==> src/include/twmoc_pkg.sv <==
/*
  package for the timer waveform-mode and output-control block: register
  offsets, field positions, reset values, fixed top values and shared types.
  assumes a 32-bit apb register bus and a single 10 MHz clock.
*/
`default_nettype none
package twmoc_pkg;
  // ----------------------------------------------------------------------
  // register offsets (byte addresses)
  // ----------------------------------------------------------------------
  localparam logic [11:0] TWMOC_OFF_CTRL_A   = 12'h080; // waveform_control_a
  localparam logic [11:0] TWMOC_OFF_CTRL_B   = 12'h084; // mode high bits, run
  localparam logic [11:0] TWMOC_OFF_CMP_A    = 12'h088; // compare value a
  localparam logic [11:0] TWMOC_OFF_CMP_B    = 12'h08c; // compare value b
  localparam logic [11:0] TWMOC_OFF_CAPTURE  = 12'h090; // capture value
  localparam logic [11:0] TWMOC_OFF_COUNT    = 12'h094; // count value
  localparam logic [11:0] TWMOC_OFF_STATUS   = 12'h098; // sticky events
  localparam logic [11:0] TWMOC_OFF_MASK     = 12'h09c; // interrupt mask
  localparam logic [11:0] TWMOC_OFF_PIN_DIR  = 12'h0a0; // pin direction
  // ----------------------------------------------------------------------
  // field positions and reset values
  // ----------------------------------------------------------------------
  localparam int          TWMOC_ACT_A_LSB    = 6;
  localparam int          TWMOC_ACT_B_LSB    = 4;
  localparam int          TWMOC_MODE_LO_LSB  = 0;
  localparam int          TWMOC_MODE_HI_LSB  = 3;
  localparam int          TWMOC_RUN_BIT      = 0;
  localparam int          TWMOC_ST_OVF       = 0;
  localparam int          TWMOC_ST_CMP_A     = 1;
  localparam int          TWMOC_ST_CMP_B     = 2;
  localparam logic [7:0]  TWMOC_CTRL_A_RST   = 8'h00;
  localparam logic [7:0]  TWMOC_CTRL_A_WMASK = 8'hf3;
  localparam logic [15:0] TWMOC_TOP_8BIT     = 16'h00ff;
  localparam logic [15:0] TWMOC_TOP_9BIT     = 16'h01ff;
  localparam logic [15:0] TWMOC_TOP_10BIT    = 16'h03ff;
  localparam logic [15:0] TWMOC_MAX          = 16'hffff;
  localparam logic [15:0] TWMOC_BOTTOM       = 16'h0000;
  // ----------------------------------------------------------------------
  // decoded mode kinds and per-mode attributes
  // ----------------------------------------------------------------------
  typedef enum logic [2:0] {
    TWMOC_K_NORMAL, TWMOC_K_CTC, TWMOC_K_FAST, TWMOC_K_PC, TWMOC_K_PFC, TWMOC_K_RSVD
  } twmoc_kind_t;
  typedef enum logic [1:0] {
    TWMOC_TOP_FIXED, TWMOC_TOP_CMPA, TWMOC_TOP_CAPT
  } twmoc_topsrc_t;
  typedef enum logic [1:0] {
    TWMOC_AT_IMMED, TWMOC_AT_TOP, TWMOC_AT_BOTTOM, TWMOC_AT_MAX
  } twmoc_when_t;
  typedef struct packed {
    twmoc_kind_t   kind;
    twmoc_topsrc_t top_src;
    logic [15:0]   fixed_top;
    twmoc_when_t   update_at;
    twmoc_when_t   ovf_at;
  } twmoc_mode_t;
  // waveform pin group: output, enable (low = driving), override
  typedef struct packed {
    logic out;
    logic oe_n;
    logic ovr;
  } twmoc_pin_t;
endpackage : twmoc_pkg
`default_nettype wire

==> src/design/twmoc_top.sv <==
/*
  timer waveform-mode decode and compare-output control, with apb slave.
  assumes pclk at 10 MHz; the timer tick is a single-cycle enable made
  by a prescaler elsewhere in pclk's domain.
*/
// Added by the designer: the APB interface to the registers.
// What this block does
// [RULE_01] one clock; timer tick only enables counting, flags and buffer loads.
// [RULE_02] compare buffers load at the mode's update point, else immediately.
// [RULE_03] phase-and-frequency-correct reloads buffers and sets overflow at bottom.
// [RULE_04] control a: action a 7:6, action b 5:4, mode 1:0, 3:2 zero.
// [RULE_05] nonzero action code hands the pin to its waveform output.
// [RULE_06] waveform drives the pin only when its direction bit is output.
// [RULE_07] normal/ctc: 00 off, 01 toggle, 10 low, 11 high on match.
// [RULE_08] fast pwm code 01 toggles a only in modes 14, 15.
// [RULE_09] fast pwm 10 clears on match, sets at bottom; 11 inverse.
// [RULE_10] fast pwm: compare equal to top ignores match, bottom action kept.
// [RULE_11] dual-slope code 01 toggles a only in modes 9, 11.
// [RULE_12] dual-slope 10 clears up, sets down on match; 11 reverse.
// [RULE_13] mode is two control-b bits joined with two control-a bits.
// [RULE_14] modes 1-3 phase-correct fixed tops; 5-7 fast with same tops.
// [RULE_15] mode 0 normal, 4 and 12 ctc; immediate update, flag at max.
// [RULE_16] 10,11 phase-correct, 14,15 fast with capture/a tops; 13 reserved.
// [RULE_17] modes 8,9 phase-and-frequency-correct, load and flag at bottom.
// [RULE_18] pfc top is capture in 8, compare a in 9; reverse at top.
`timescale 1ns/1ps
`default_nettype none
module twmoc_top
  import twmoc_pkg::*;
(
  input  wire logic        pclk,        // system clock
  input  wire logic        presetn,     // async reset, active low
  input  wire logic        psel,        // apb select
  input  wire logic        penable,     // apb access phase
  input  wire logic        pwrite,      // apb direction
  input  wire logic [11:0] paddr,       // apb byte address
  input  wire logic [31:0] pwdata,      // apb write data
  output logic      [31:0] prdata,      // apb read data
  output logic             pready,      // apb ready
  output logic             pslverr,     // apb error
  input  wire logic        timer_tick,  // count enable
  output twmoc_pin_t       pin_a,       // channel a pin group
  output twmoc_pin_t       pin_b,       // channel b pin group
  output logic             irq          // level interrupt
);

  // ----------------------------------------------------------------------
  // state
  // ----------------------------------------------------------------------
  typedef struct packed {
    logic [7:0]  ctrl_a;
    logic [1:0]  mode_hi;
    logic        run;
    logic [15:0] cmp_buf_a;
    logic [15:0] cmp_buf_b;
    logic [15:0] cmp_a;
    logic [15:0] cmp_b;
    logic [15:0] capture;
    logic [15:0] count;
    logic        down;
    logic [2:0]  status;
    logic [2:0]  mask;
    logic [1:0]  pin_dir;
    logic        wave_a;
    logic        wave_b;
    logic [31:0] rdata;
  } twmoc_state_t;

  twmoc_state_t st;
  twmoc_state_t next_st;

  // ----------------------------------------------------------------------
  // mode decode
  // ----------------------------------------------------------------------
  function automatic twmoc_mode_t twmoc_decode(input logic [3:0] m);
    twmoc_mode_t d;
    d = '{TWMOC_K_NORMAL, TWMOC_TOP_FIXED, TWMOC_MAX, TWMOC_AT_IMMED, TWMOC_AT_MAX};
    case (m)
      4'h0: d = '{TWMOC_K_NORMAL, TWMOC_TOP_FIXED, TWMOC_MAX,
                  TWMOC_AT_IMMED, TWMOC_AT_MAX};                   // RULE_15
      4'h1: d = '{TWMOC_K_PC, TWMOC_TOP_FIXED, TWMOC_TOP_8BIT,
                  TWMOC_AT_TOP, TWMOC_AT_BOTTOM};                  // RULE_14
      4'h2: d = '{TWMOC_K_PC, TWMOC_TOP_FIXED, TWMOC_TOP_9BIT,
                  TWMOC_AT_TOP, TWMOC_AT_BOTTOM};                  // RULE_14
      4'h3: d = '{TWMOC_K_PC, TWMOC_TOP_FIXED, TWMOC_TOP_10BIT,
                  TWMOC_AT_TOP, TWMOC_AT_BOTTOM};                  // RULE_14
      4'h4: d = '{TWMOC_K_CTC, TWMOC_TOP_CMPA, TWMOC_MAX,
                  TWMOC_AT_IMMED, TWMOC_AT_MAX};                   // RULE_15
      4'h5: d = '{TWMOC_K_FAST, TWMOC_TOP_FIXED, TWMOC_TOP_8BIT,
                  TWMOC_AT_BOTTOM, TWMOC_AT_TOP};                  // RULE_14
      4'h6: d = '{TWMOC_K_FAST, TWMOC_TOP_FIXED, TWMOC_TOP_9BIT,
                  TWMOC_AT_BOTTOM, TWMOC_AT_TOP};                  // RULE_14
      4'h7: d = '{TWMOC_K_FAST, TWMOC_TOP_FIXED, TWMOC_TOP_10BIT,
                  TWMOC_AT_BOTTOM, TWMOC_AT_TOP};                  // RULE_14
      4'h8: d = '{TWMOC_K_PFC, TWMOC_TOP_CAPT, TWMOC_MAX,
                  TWMOC_AT_BOTTOM, TWMOC_AT_BOTTOM};               // RULE_17 RULE_18
      4'h9: d = '{TWMOC_K_PFC, TWMOC_TOP_CMPA, TWMOC_MAX,
                  TWMOC_AT_BOTTOM, TWMOC_AT_BOTTOM};               // RULE_17 RULE_18
      4'ha: d = '{TWMOC_K_PC, TWMOC_TOP_CAPT, TWMOC_MAX,
                  TWMOC_AT_TOP, TWMOC_AT_BOTTOM};                  // RULE_16
      4'hb: d = '{TWMOC_K_PC, TWMOC_TOP_CMPA, TWMOC_MAX,
                  TWMOC_AT_TOP, TWMOC_AT_BOTTOM};                  // RULE_16
      4'hc: d = '{TWMOC_K_CTC, TWMOC_TOP_CAPT, TWMOC_MAX,
                  TWMOC_AT_IMMED, TWMOC_AT_MAX};                   // RULE_15
      4'hd: d = '{TWMOC_K_RSVD, TWMOC_TOP_FIXED, TWMOC_MAX,
                  TWMOC_AT_IMMED, TWMOC_AT_MAX};                   // RULE_16
      4'he: d = '{TWMOC_K_FAST, TWMOC_TOP_CAPT, TWMOC_MAX,
                  TWMOC_AT_BOTTOM, TWMOC_AT_TOP};                  // RULE_16
      4'hf: d = '{TWMOC_K_FAST, TWMOC_TOP_CMPA, TWMOC_MAX,
                  TWMOC_AT_BOTTOM, TWMOC_AT_TOP};                  // RULE_16
      default: d = '{TWMOC_K_NORMAL, TWMOC_TOP_FIXED, TWMOC_MAX,
                     TWMOC_AT_IMMED, TWMOC_AT_MAX};
    endcase
    return d;
  endfunction

  // ----------------------------------------------------------------------
  // per-channel waveform next value on match / bottom
  // ----------------------------------------------------------------------
  function automatic logic twmoc_wave(input logic [1:0]  act,
                                      input twmoc_kind_t kind,
                                      input logic        tog_ok,
                                      input logic        match,
                                      input logic        at_bot,
                                      input logic        going_down,
                                      input logic        cur);
    logic r;
    r = cur;
    case (kind)
      TWMOC_K_NORMAL, TWMOC_K_CTC: begin
        if (match) begin
          case (act)
            2'b01:   r = ~cur;                                     // RULE_07
            2'b10:   r = 1'b0;                                     // RULE_07
            2'b11:   r = 1'b1;                                     // RULE_07
            default: r = cur;                                      // RULE_07
          endcase
        end
      end
      TWMOC_K_FAST: begin
        if (act == 2'b01) begin
          if (match && tog_ok) r = ~cur;                           // RULE_08
        end else if (act[1]) begin
          if (at_bot) r = ~act[0];                                 // RULE_09
          else if (match) r = act[0];                              // RULE_09 RULE_10
        end
      end
      TWMOC_K_PC, TWMOC_K_PFC: begin
        if (match) begin
          if (act == 2'b01) begin
            if (tog_ok) r = ~cur;                                  // RULE_11
          end else if (act[1]) begin
            r = act[0] ^ going_down;                               // RULE_12
          end
        end
      end
      default: r = cur;
    endcase
    return r;
  endfunction

  // ----------------------------------------------------------------------
  // combinational view of the current state
  // ----------------------------------------------------------------------
  logic [3:0]  mode_sel;
  twmoc_mode_t md;
  logic [15:0] top;
  logic        at_top;
  logic        at_bottom;
  logic        setup_ok;
  logic        wr_en;
  logic        rd_en;
  logic        addr_hit;
  logic        tog_a_ok;
  logic        dual;

  assign mode_sel  = {st.mode_hi, st.ctrl_a[TWMOC_MODE_LO_LSB +: 2]};  // RULE_13
  assign md        = twmoc_decode(mode_sel);
  assign dual      = (md.kind == TWMOC_K_PC) || (md.kind == TWMOC_K_PFC);
  assign tog_a_ok  = (md.kind == TWMOC_K_FAST) ? (mode_sel inside {4'he, 4'hf})
                                               : (mode_sel inside {4'h9, 4'hb}); // RULE_08 RULE_11
  assign at_top    = (st.count == top);
  assign at_bottom = (st.count == TWMOC_BOTTOM);
  assign setup_ok  = psel && penable;
  assign wr_en     = setup_ok && pwrite;
  assign rd_en     = psel && !penable && !pwrite;
  assign addr_hit  = paddr inside {TWMOC_OFF_CTRL_A, TWMOC_OFF_CTRL_B, TWMOC_OFF_CMP_A,
                                   TWMOC_OFF_CMP_B, TWMOC_OFF_CAPTURE, TWMOC_OFF_COUNT,
                                   TWMOC_OFF_STATUS, TWMOC_OFF_MASK, TWMOC_OFF_PIN_DIR};

  // top value from the selected source
  always_comb begin
    case (md.top_src)
      TWMOC_TOP_CMPA: top = st.cmp_a;
      TWMOC_TOP_CAPT: top = st.capture;
      default:        top = md.fixed_top;
    endcase
  end

  // ----------------------------------------------------------------------
  // next-state logic
  // ----------------------------------------------------------------------
  always_comb begin
    logic       tick;
    logic       ev_ovf;
    logic       m_a;
    logic       m_b;
    logic       load;
    logic       bot_edge;
    logic [2:0] set_bits;
    tick     = 1'b0;
    ev_ovf   = 1'b0;
    m_a      = 1'b0;
    m_b      = 1'b0;
    load     = 1'b0;
    bot_edge = 1'b0;
    set_bits = 3'h0;
    next_st  = st;

    // counting, qualified by the tick; one clock only
    tick = timer_tick && st.run && (md.kind != TWMOC_K_RSVD);            // RULE_01
    if (tick) begin
      m_a = (st.count == st.cmp_a);
      m_b = (st.count == st.cmp_b);
      if (md.kind == TWMOC_K_FAST) begin
        m_a = m_a && !(st.cmp_a == top);                                  // RULE_10
        m_b = m_b && !(st.cmp_b == top);                                  // RULE_10
      end
      if (dual) begin
        if (at_top) begin
          next_st.down  = 1'b1;                                           // RULE_18
          next_st.count = st.count - 16'h0001;
        end else if (at_bottom && st.down) begin
          next_st.down  = 1'b0;
          next_st.count = st.count + 16'h0001;
        end else begin
          next_st.count = st.down ? st.count - 16'h0001 : st.count + 16'h0001;
        end
      end else if ((md.kind != TWMOC_K_NORMAL) && at_top) begin
        next_st.count = TWMOC_BOTTOM;
        bot_edge      = (md.kind == TWMOC_K_FAST);
      end else begin
        next_st.count = st.count + 16'h0001;
      end
      // overflow flag point and buffer update point
      case (md.ovf_at)
        TWMOC_AT_MAX:    ev_ovf = (st.count == TWMOC_MAX);                // RULE_15
        TWMOC_AT_TOP:    ev_ovf = at_top;                                 // RULE_14
        default:         ev_ovf = at_bottom;                              // RULE_03
      endcase
      case (md.update_at)
        TWMOC_AT_TOP:    load = at_top;                                   // RULE_02
        TWMOC_AT_BOTTOM: load = at_bottom;                                // RULE_03
        default:         load = 1'b0;
      endcase
      next_st.wave_a = twmoc_wave(st.ctrl_a[TWMOC_ACT_A_LSB +: 2], md.kind, tog_a_ok,
                                  m_a, bot_edge, st.down, st.wave_a);
      next_st.wave_b = twmoc_wave(st.ctrl_a[TWMOC_ACT_B_LSB +: 2], md.kind, 1'b0,
                                  m_b, bot_edge, st.down, st.wave_b);
    end
    if (load) begin
      next_st.cmp_a = st.cmp_buf_a;                                       // RULE_02
      next_st.cmp_b = st.cmp_buf_b;                                       // RULE_02
    end

    // register writes
    if (wr_en) begin
      case (paddr)
        TWMOC_OFF_CTRL_A:  next_st.ctrl_a  = pwdata[7:0] & TWMOC_CTRL_A_WMASK; // RULE_04
        TWMOC_OFF_CTRL_B: begin
          next_st.mode_hi = pwdata[TWMOC_MODE_HI_LSB +: 2];                // RULE_13
          next_st.run     = pwdata[TWMOC_RUN_BIT];
        end
        TWMOC_OFF_CMP_A: begin
          next_st.cmp_buf_a = pwdata[15:0];
          if (md.update_at == TWMOC_AT_IMMED) next_st.cmp_a = pwdata[15:0]; // RULE_02
        end
        TWMOC_OFF_CMP_B: begin
          next_st.cmp_buf_b = pwdata[15:0];
          if (md.update_at == TWMOC_AT_IMMED) next_st.cmp_b = pwdata[15:0]; // RULE_02
        end
        TWMOC_OFF_CAPTURE: next_st.capture = pwdata[15:0];
        TWMOC_OFF_COUNT:   next_st.count   = pwdata[15:0];
        TWMOC_OFF_STATUS:  next_st.status  = st.status & ~pwdata[2:0];
        TWMOC_OFF_MASK:    next_st.mask    = pwdata[2:0];
        TWMOC_OFF_PIN_DIR: next_st.pin_dir = pwdata[1:0];
        default:           next_st.ctrl_a  = st.ctrl_a;
      endcase
    end

    // sticky events; a set wins over a same-cycle clear
    set_bits[TWMOC_ST_OVF]   = ev_ovf;                                    // RULE_01
    set_bits[TWMOC_ST_CMP_A] = m_a;
    set_bits[TWMOC_ST_CMP_B] = m_b;
    next_st.status = next_st.status | set_bits;

    // read data captured in the setup phase
    if (rd_en) begin
      case (paddr)
        TWMOC_OFF_CTRL_A:  next_st.rdata = {24'h000000, st.ctrl_a};       // RULE_04
        TWMOC_OFF_CTRL_B:  next_st.rdata = {27'h0, st.mode_hi, 2'b00, st.run};
        TWMOC_OFF_CMP_A:   next_st.rdata = {16'h0000, st.cmp_buf_a};
        TWMOC_OFF_CMP_B:   next_st.rdata = {16'h0000, st.cmp_buf_b};
        TWMOC_OFF_CAPTURE: next_st.rdata = {16'h0000, st.capture};
        TWMOC_OFF_COUNT:   next_st.rdata = {16'h0000, st.count};
        TWMOC_OFF_STATUS:  next_st.rdata = {29'h0, st.status};
        TWMOC_OFF_MASK:    next_st.rdata = {29'h0, st.mask};
        TWMOC_OFF_PIN_DIR: next_st.rdata = {30'h0, st.pin_dir};
        default:           next_st.rdata = 32'h00000000;
      endcase
    end
  end

  // ----------------------------------------------------------------------
  // state register
  // ----------------------------------------------------------------------
  always_ff @(posedge pclk or negedge presetn) begin
    if (!presetn) begin
      st        <= '0;
      st.ctrl_a <= TWMOC_CTRL_A_RST;                                      // RULE_04
    end else begin
      st <= next_st;
    end
  end

  // ----------------------------------------------------------------------
  // outputs
  // ----------------------------------------------------------------------
  // apb answer: zero wait states, error on unmapped address
  assign pready  = 1'b1;
  assign pslverr = setup_ok && !addr_hit;
  assign prdata  = st.rdata;
  assign irq     = |(st.status & st.mask);

  // pin override and driver enable
  assign pin_a.ovr  = |st.ctrl_a[TWMOC_ACT_A_LSB +: 2];                   // RULE_05
  assign pin_b.ovr  = |st.ctrl_a[TWMOC_ACT_B_LSB +: 2];                   // RULE_05
  assign pin_a.out  = st.wave_a;
  assign pin_b.out  = st.wave_b;
  assign pin_a.oe_n = !(pin_a.ovr && st.pin_dir[0]);                      // RULE_06
  assign pin_b.oe_n = !(pin_b.ovr && st.pin_dir[1]);                      // RULE_06

endmodule // twmoc_top
`default_nettype wire

==> config.mk <==
export PLATFORM = sky130hd
export DESIGN_NAME = twmoc_top
export DESIGN_NICKNAME = d
export VERILOG_FILES = /design/src/include/twmoc_pkg.sv /design/src/design/twmoc_top.sv
export SDC_FILE = /design/constraint.sdc
export NUM_CORES = 1
export LEC_CHECK = 0
export BUFFER_PORTS_ARGS = -buffer_cell sky130_fd_sc_hd__buf_4
export CAP_MARGIN = 40
export CORE_ASPECT_RATIO = 1.5
export CORE_MARGIN = 2
export CORE_UTILIZATION = 30
export DETAILED_ROUTE_END_ITERATION = 6
export PLACE_DENSITY = 0.46
export SLEW_MARGIN = 10
export SYNTH_ARGS = -nofsm -noshare
export SYNTH_HDL_FRONTEND = slang
export SYNTH_SLANG_ARGS = --single-unit
==> constraint.sdc <==
create_clock -name pclk -period 5.7 [get_ports pclk]
set_input_delay 0.285 -clock pclk [delete_from_list [all_inputs] [get_ports pclk]]
set_output_delay 0.285 -clock pclk [all_outputs]
set_load 0.01 [all_outputs]
==> flow_summary.toml <==
[floorplan]
dieArea_um2 = 33000
rows = 79
core_area_um2 = 31000
io_pins = 91
start_util_pct = 30.5
die_y_um = 222
die_x_um = 149

[timing]
slew_headroom_pct = 40.3
setup_ws_ns = 0.934
rsz0062_at_grt = "no"
drv_slew = 0
period_needed_ns = 4.77
fmax_ghz = 0.210
setup_tns_ns = 0
worst_slew_pin_slew_ns = 0.883
timing.final.hold_violations = 0
finalClockSkew_ns = 0.00923
timing.final.crit_share_pct = 83.6
setup-violations-final = 0

[yosys]
synth_ff_type = "dfrtp_1"
syn_inst = 1041
synth_cell_types = 82
synthesis.area_um2 = 9470
synth_seq_cells = 132
synth_seq_area_share_pct = 34.9
synth.top_cells.by_area = "dfrtp_1 35%, mux2_2 7.6%, mux2i_1 4.9%"
yosysTopAreaCellShare_pct = 34.9
avgSynthCellArea_um2 = 9.09
yosysTopAreaCell = "dfrtp_1"
async_flop_share_pct = 100
synth-edff-count = 0
ys.warnings.count = 0

[cts]
clock-sinks = 132
cts_made_buffers = 17
htree_levels = 4
clk_latency_ns = 0.45
post_cts_buffers = 0
clockBufferDepth = 2
cts-root-buf = "clkbuf_16"
clkSlewWorstSetupHoldPaths_ns = 0.07
cts_tree = "yes"

[setup_path]
cp_max_fo = 15
r2r_slack_ns = 0.93
worstSetupEndpointType = "flip-flop"
cpPeakStageDelay_ns = 0.63
path_cells = "clkinv_1 > nand2_1 > nand2_1 > nand2_1 > o21ai_0 > inv_1 > ha_1 > a221oi_1 > a2111oi_0 > o2111a_2 > a41oi_4 > buf_4 > mux2i_1 > or3_1 > a31oi_1"
path_common_cell = "nand2_1"
rr_startpoint = "mode_sel[2]"
cp_slowest_cell = "ha_1"
crit_type = "reg -> reg"
reg2reg_depth = 15
arrival_ns = 5.14
reg2reg_to = "st[54]"
worstSetupStartpointType = "flip-flop"
cp.required_ns = 6.07

[cells_and_area]
fin_cells = 1464
area_growth_pct = 12.8
drive_gt1_share_pct = 20.6
layout.nets = 1113
antennaDiodeCount = 0

[worst_hold_path]
holdPathEnd = "st[71]"
min-delay-start = "pwdata[12]"
whs_path_depth = 3
hp-class = "in -> reg"

[placement]
hpwl_um = 23400
place_congestion = 0.912
dp.cells = 1431
pre_cts_ws_ns = 1.01
port-buffer-count = 57

[routing]
drt-pass1-iter-count = 5
via_count = 8015
drt-initial-drc-count = 565
ant_nets = 0
wl_per_cell_um = 22.0
totalWireLength_um = 32200
viasPerCell = 5.47
drc = 0

[global_route]
grt_max_degree = 70
grt_use_total_pct = 19.8
grt_overflow = 0
grt_pass1_vias = 7828
globalRouteMet1Util_pct = 24.3
grt_pass1_wl_um = 49300
grt_util_met2_pct = 35.3
antenna_found_initial = 0
busiest_layer = "met2"
grtUsageMet3_pct = 2.22

[job]
cap_violations = 0

[power_and_ir_drop]
total_power_mw = 2.21
ir_drop_uv = 184
powerDensity_nw_per_um2 = 207
leakage_nw = 4.98

[status]
status = "complete, no violations"
-- cells in the mapped netlist (4+ instances only) --
library cell	n
buf_1	8
nor2_1	69
a222oi_1	4
nand3_1	41
nand4_1	16
nand2b_1	9
nor2b_1	4
xnor2_1	39
and2_1	5
inv_1	29
a211oi_1	10
or3_1	6
a31oi_1	10
a22oi_1	16
ha_1	17
and3_1	10
dfrtp_1	132
buf_2	9
nor4_1	14
o211ai_1	4
a221oi_1	14
a22o_1	6
xor2_1	21
buf_6	10
o22ai_1	10
a21o_1	8
a21oi_1	63
nor3_1	22
nand2_1	102
nor3b_1	4
mux2i_1	46
buf_4	42
mux2_2	64
o21ai_0	44
a221oi_2	11
clkbuf_1	48
-- critical path: cells and delay by family (launching register included) --
family                     cells  cell delay (ns)
buffers and inverters          3             0.70
and+or+nand+nor                4             0.64
muxes                          1             0.13
DFF                            1             0.57
adders and majority gates      1             0.63
AOI/OAI and AO/OA              6             1.98
-- cells by family (layout without fill, tap and decap cells) --
| family | after synthesis | count (layout) | synth area share, % |
|---|---|---|---|
| AOI/OAI and AO/OA | 240 | 240 | 18.4 |
| xor gates and xnor gates | 60 | 60 | 5.55 |
| adders and majority gates | 17 | 17 | 2.25 |
| buffers and inverters | 148 | 151 | 8.51 |
| DFF | 132 | 132 | 34.9 |
| muxes | 114 | 114 | 13.2 |
| other | 2 | 17 | 0.0793 |
| and+or+nand+nor | 328 | 328 | 17.1 |
-- registers in the layout, summed over array words and instances, names as in the netlist --
register and cells:
prdata 16, pin_b 1, st 110, mode_sel 4
pin_a 1
-- stage by stage --
| stage | instance area (um^2) | hold slack (ns) | utilization [%] |
|---|---|---|---|
| final | 10700 | 0.117 | 34.4 |
| after detailed placement | 10100 | 0.368 | 32.4 |
| after global routing | 10700 | 0.134 | 34.4 |
| after CTS | 10700 | 0.0944 | 34.4 |
| after global placement | 9980 | 0.365 | 32.2 |
| after floorplan | 9520 | -0.0106 | - |
-- worst max-delay path by stage --
stage / start / endpoint / cells past startpoint
final: mode_sel[2] / st[54] / 15
after global routing: mode_sel[2] / st[54] / 17
after CTS: mode_sel[2] / st[46] / 17
after detailed placement: mode_sel[2] / st[54] / 18
after global placement: mode_sel[2] / st[46] / 17
after floorplan: mode_sel[3] / pin_a[2] / 17
-- area by class of cell --
type,instances,area [um^2]
Fill cell,3275,20400
Clock inverter,13,149
Inverter,30,113
Timing Repair Buffer,89,724
Clock buffer,19,453
Tap cell,405,507
Multi-Input combinational cell,776,5430
Sequential cell,132,3300
-- power breakdown --
group	internal (mW)	switching [mW]
registers	0.945	0.00637
clock network	0.672	0.467
logic	0.0427	0.0767
total	1.66	0.550
-- per-layer routing --
metal,routed length [um],vias up
met5,0,-
met4,744,0
met3,1010,45
met2,17100,186
met1,13300,4035
li1,-,3749
-- cell usage in the layout, fill, tap and decap left out, types with 11 or more instances in the layout --
cell type and count:
nand2_1 102, mux2i_1 46, nand3_1 41, nor3_1 21
a221oi_2 11, conb_1 17, ha_1 17, nor4_1 14
xor2_1 21, inv_1 29, o21ai_0 44, a221oi_1 14
dfrtp_1 132, nand4_1 16, a22oi_1 16, buf_4 80
nor2_1 69, a21oi_1 63, mux2_2 64, clkbuf_16 17
xnor2_1 39
-- what timing repair did --
action	CTS	global route
hold buffers	1	0
hold endpoints to repair	68	0
resized for setup	0	0
Note: power is estimated with default switching activity, not from simulation.
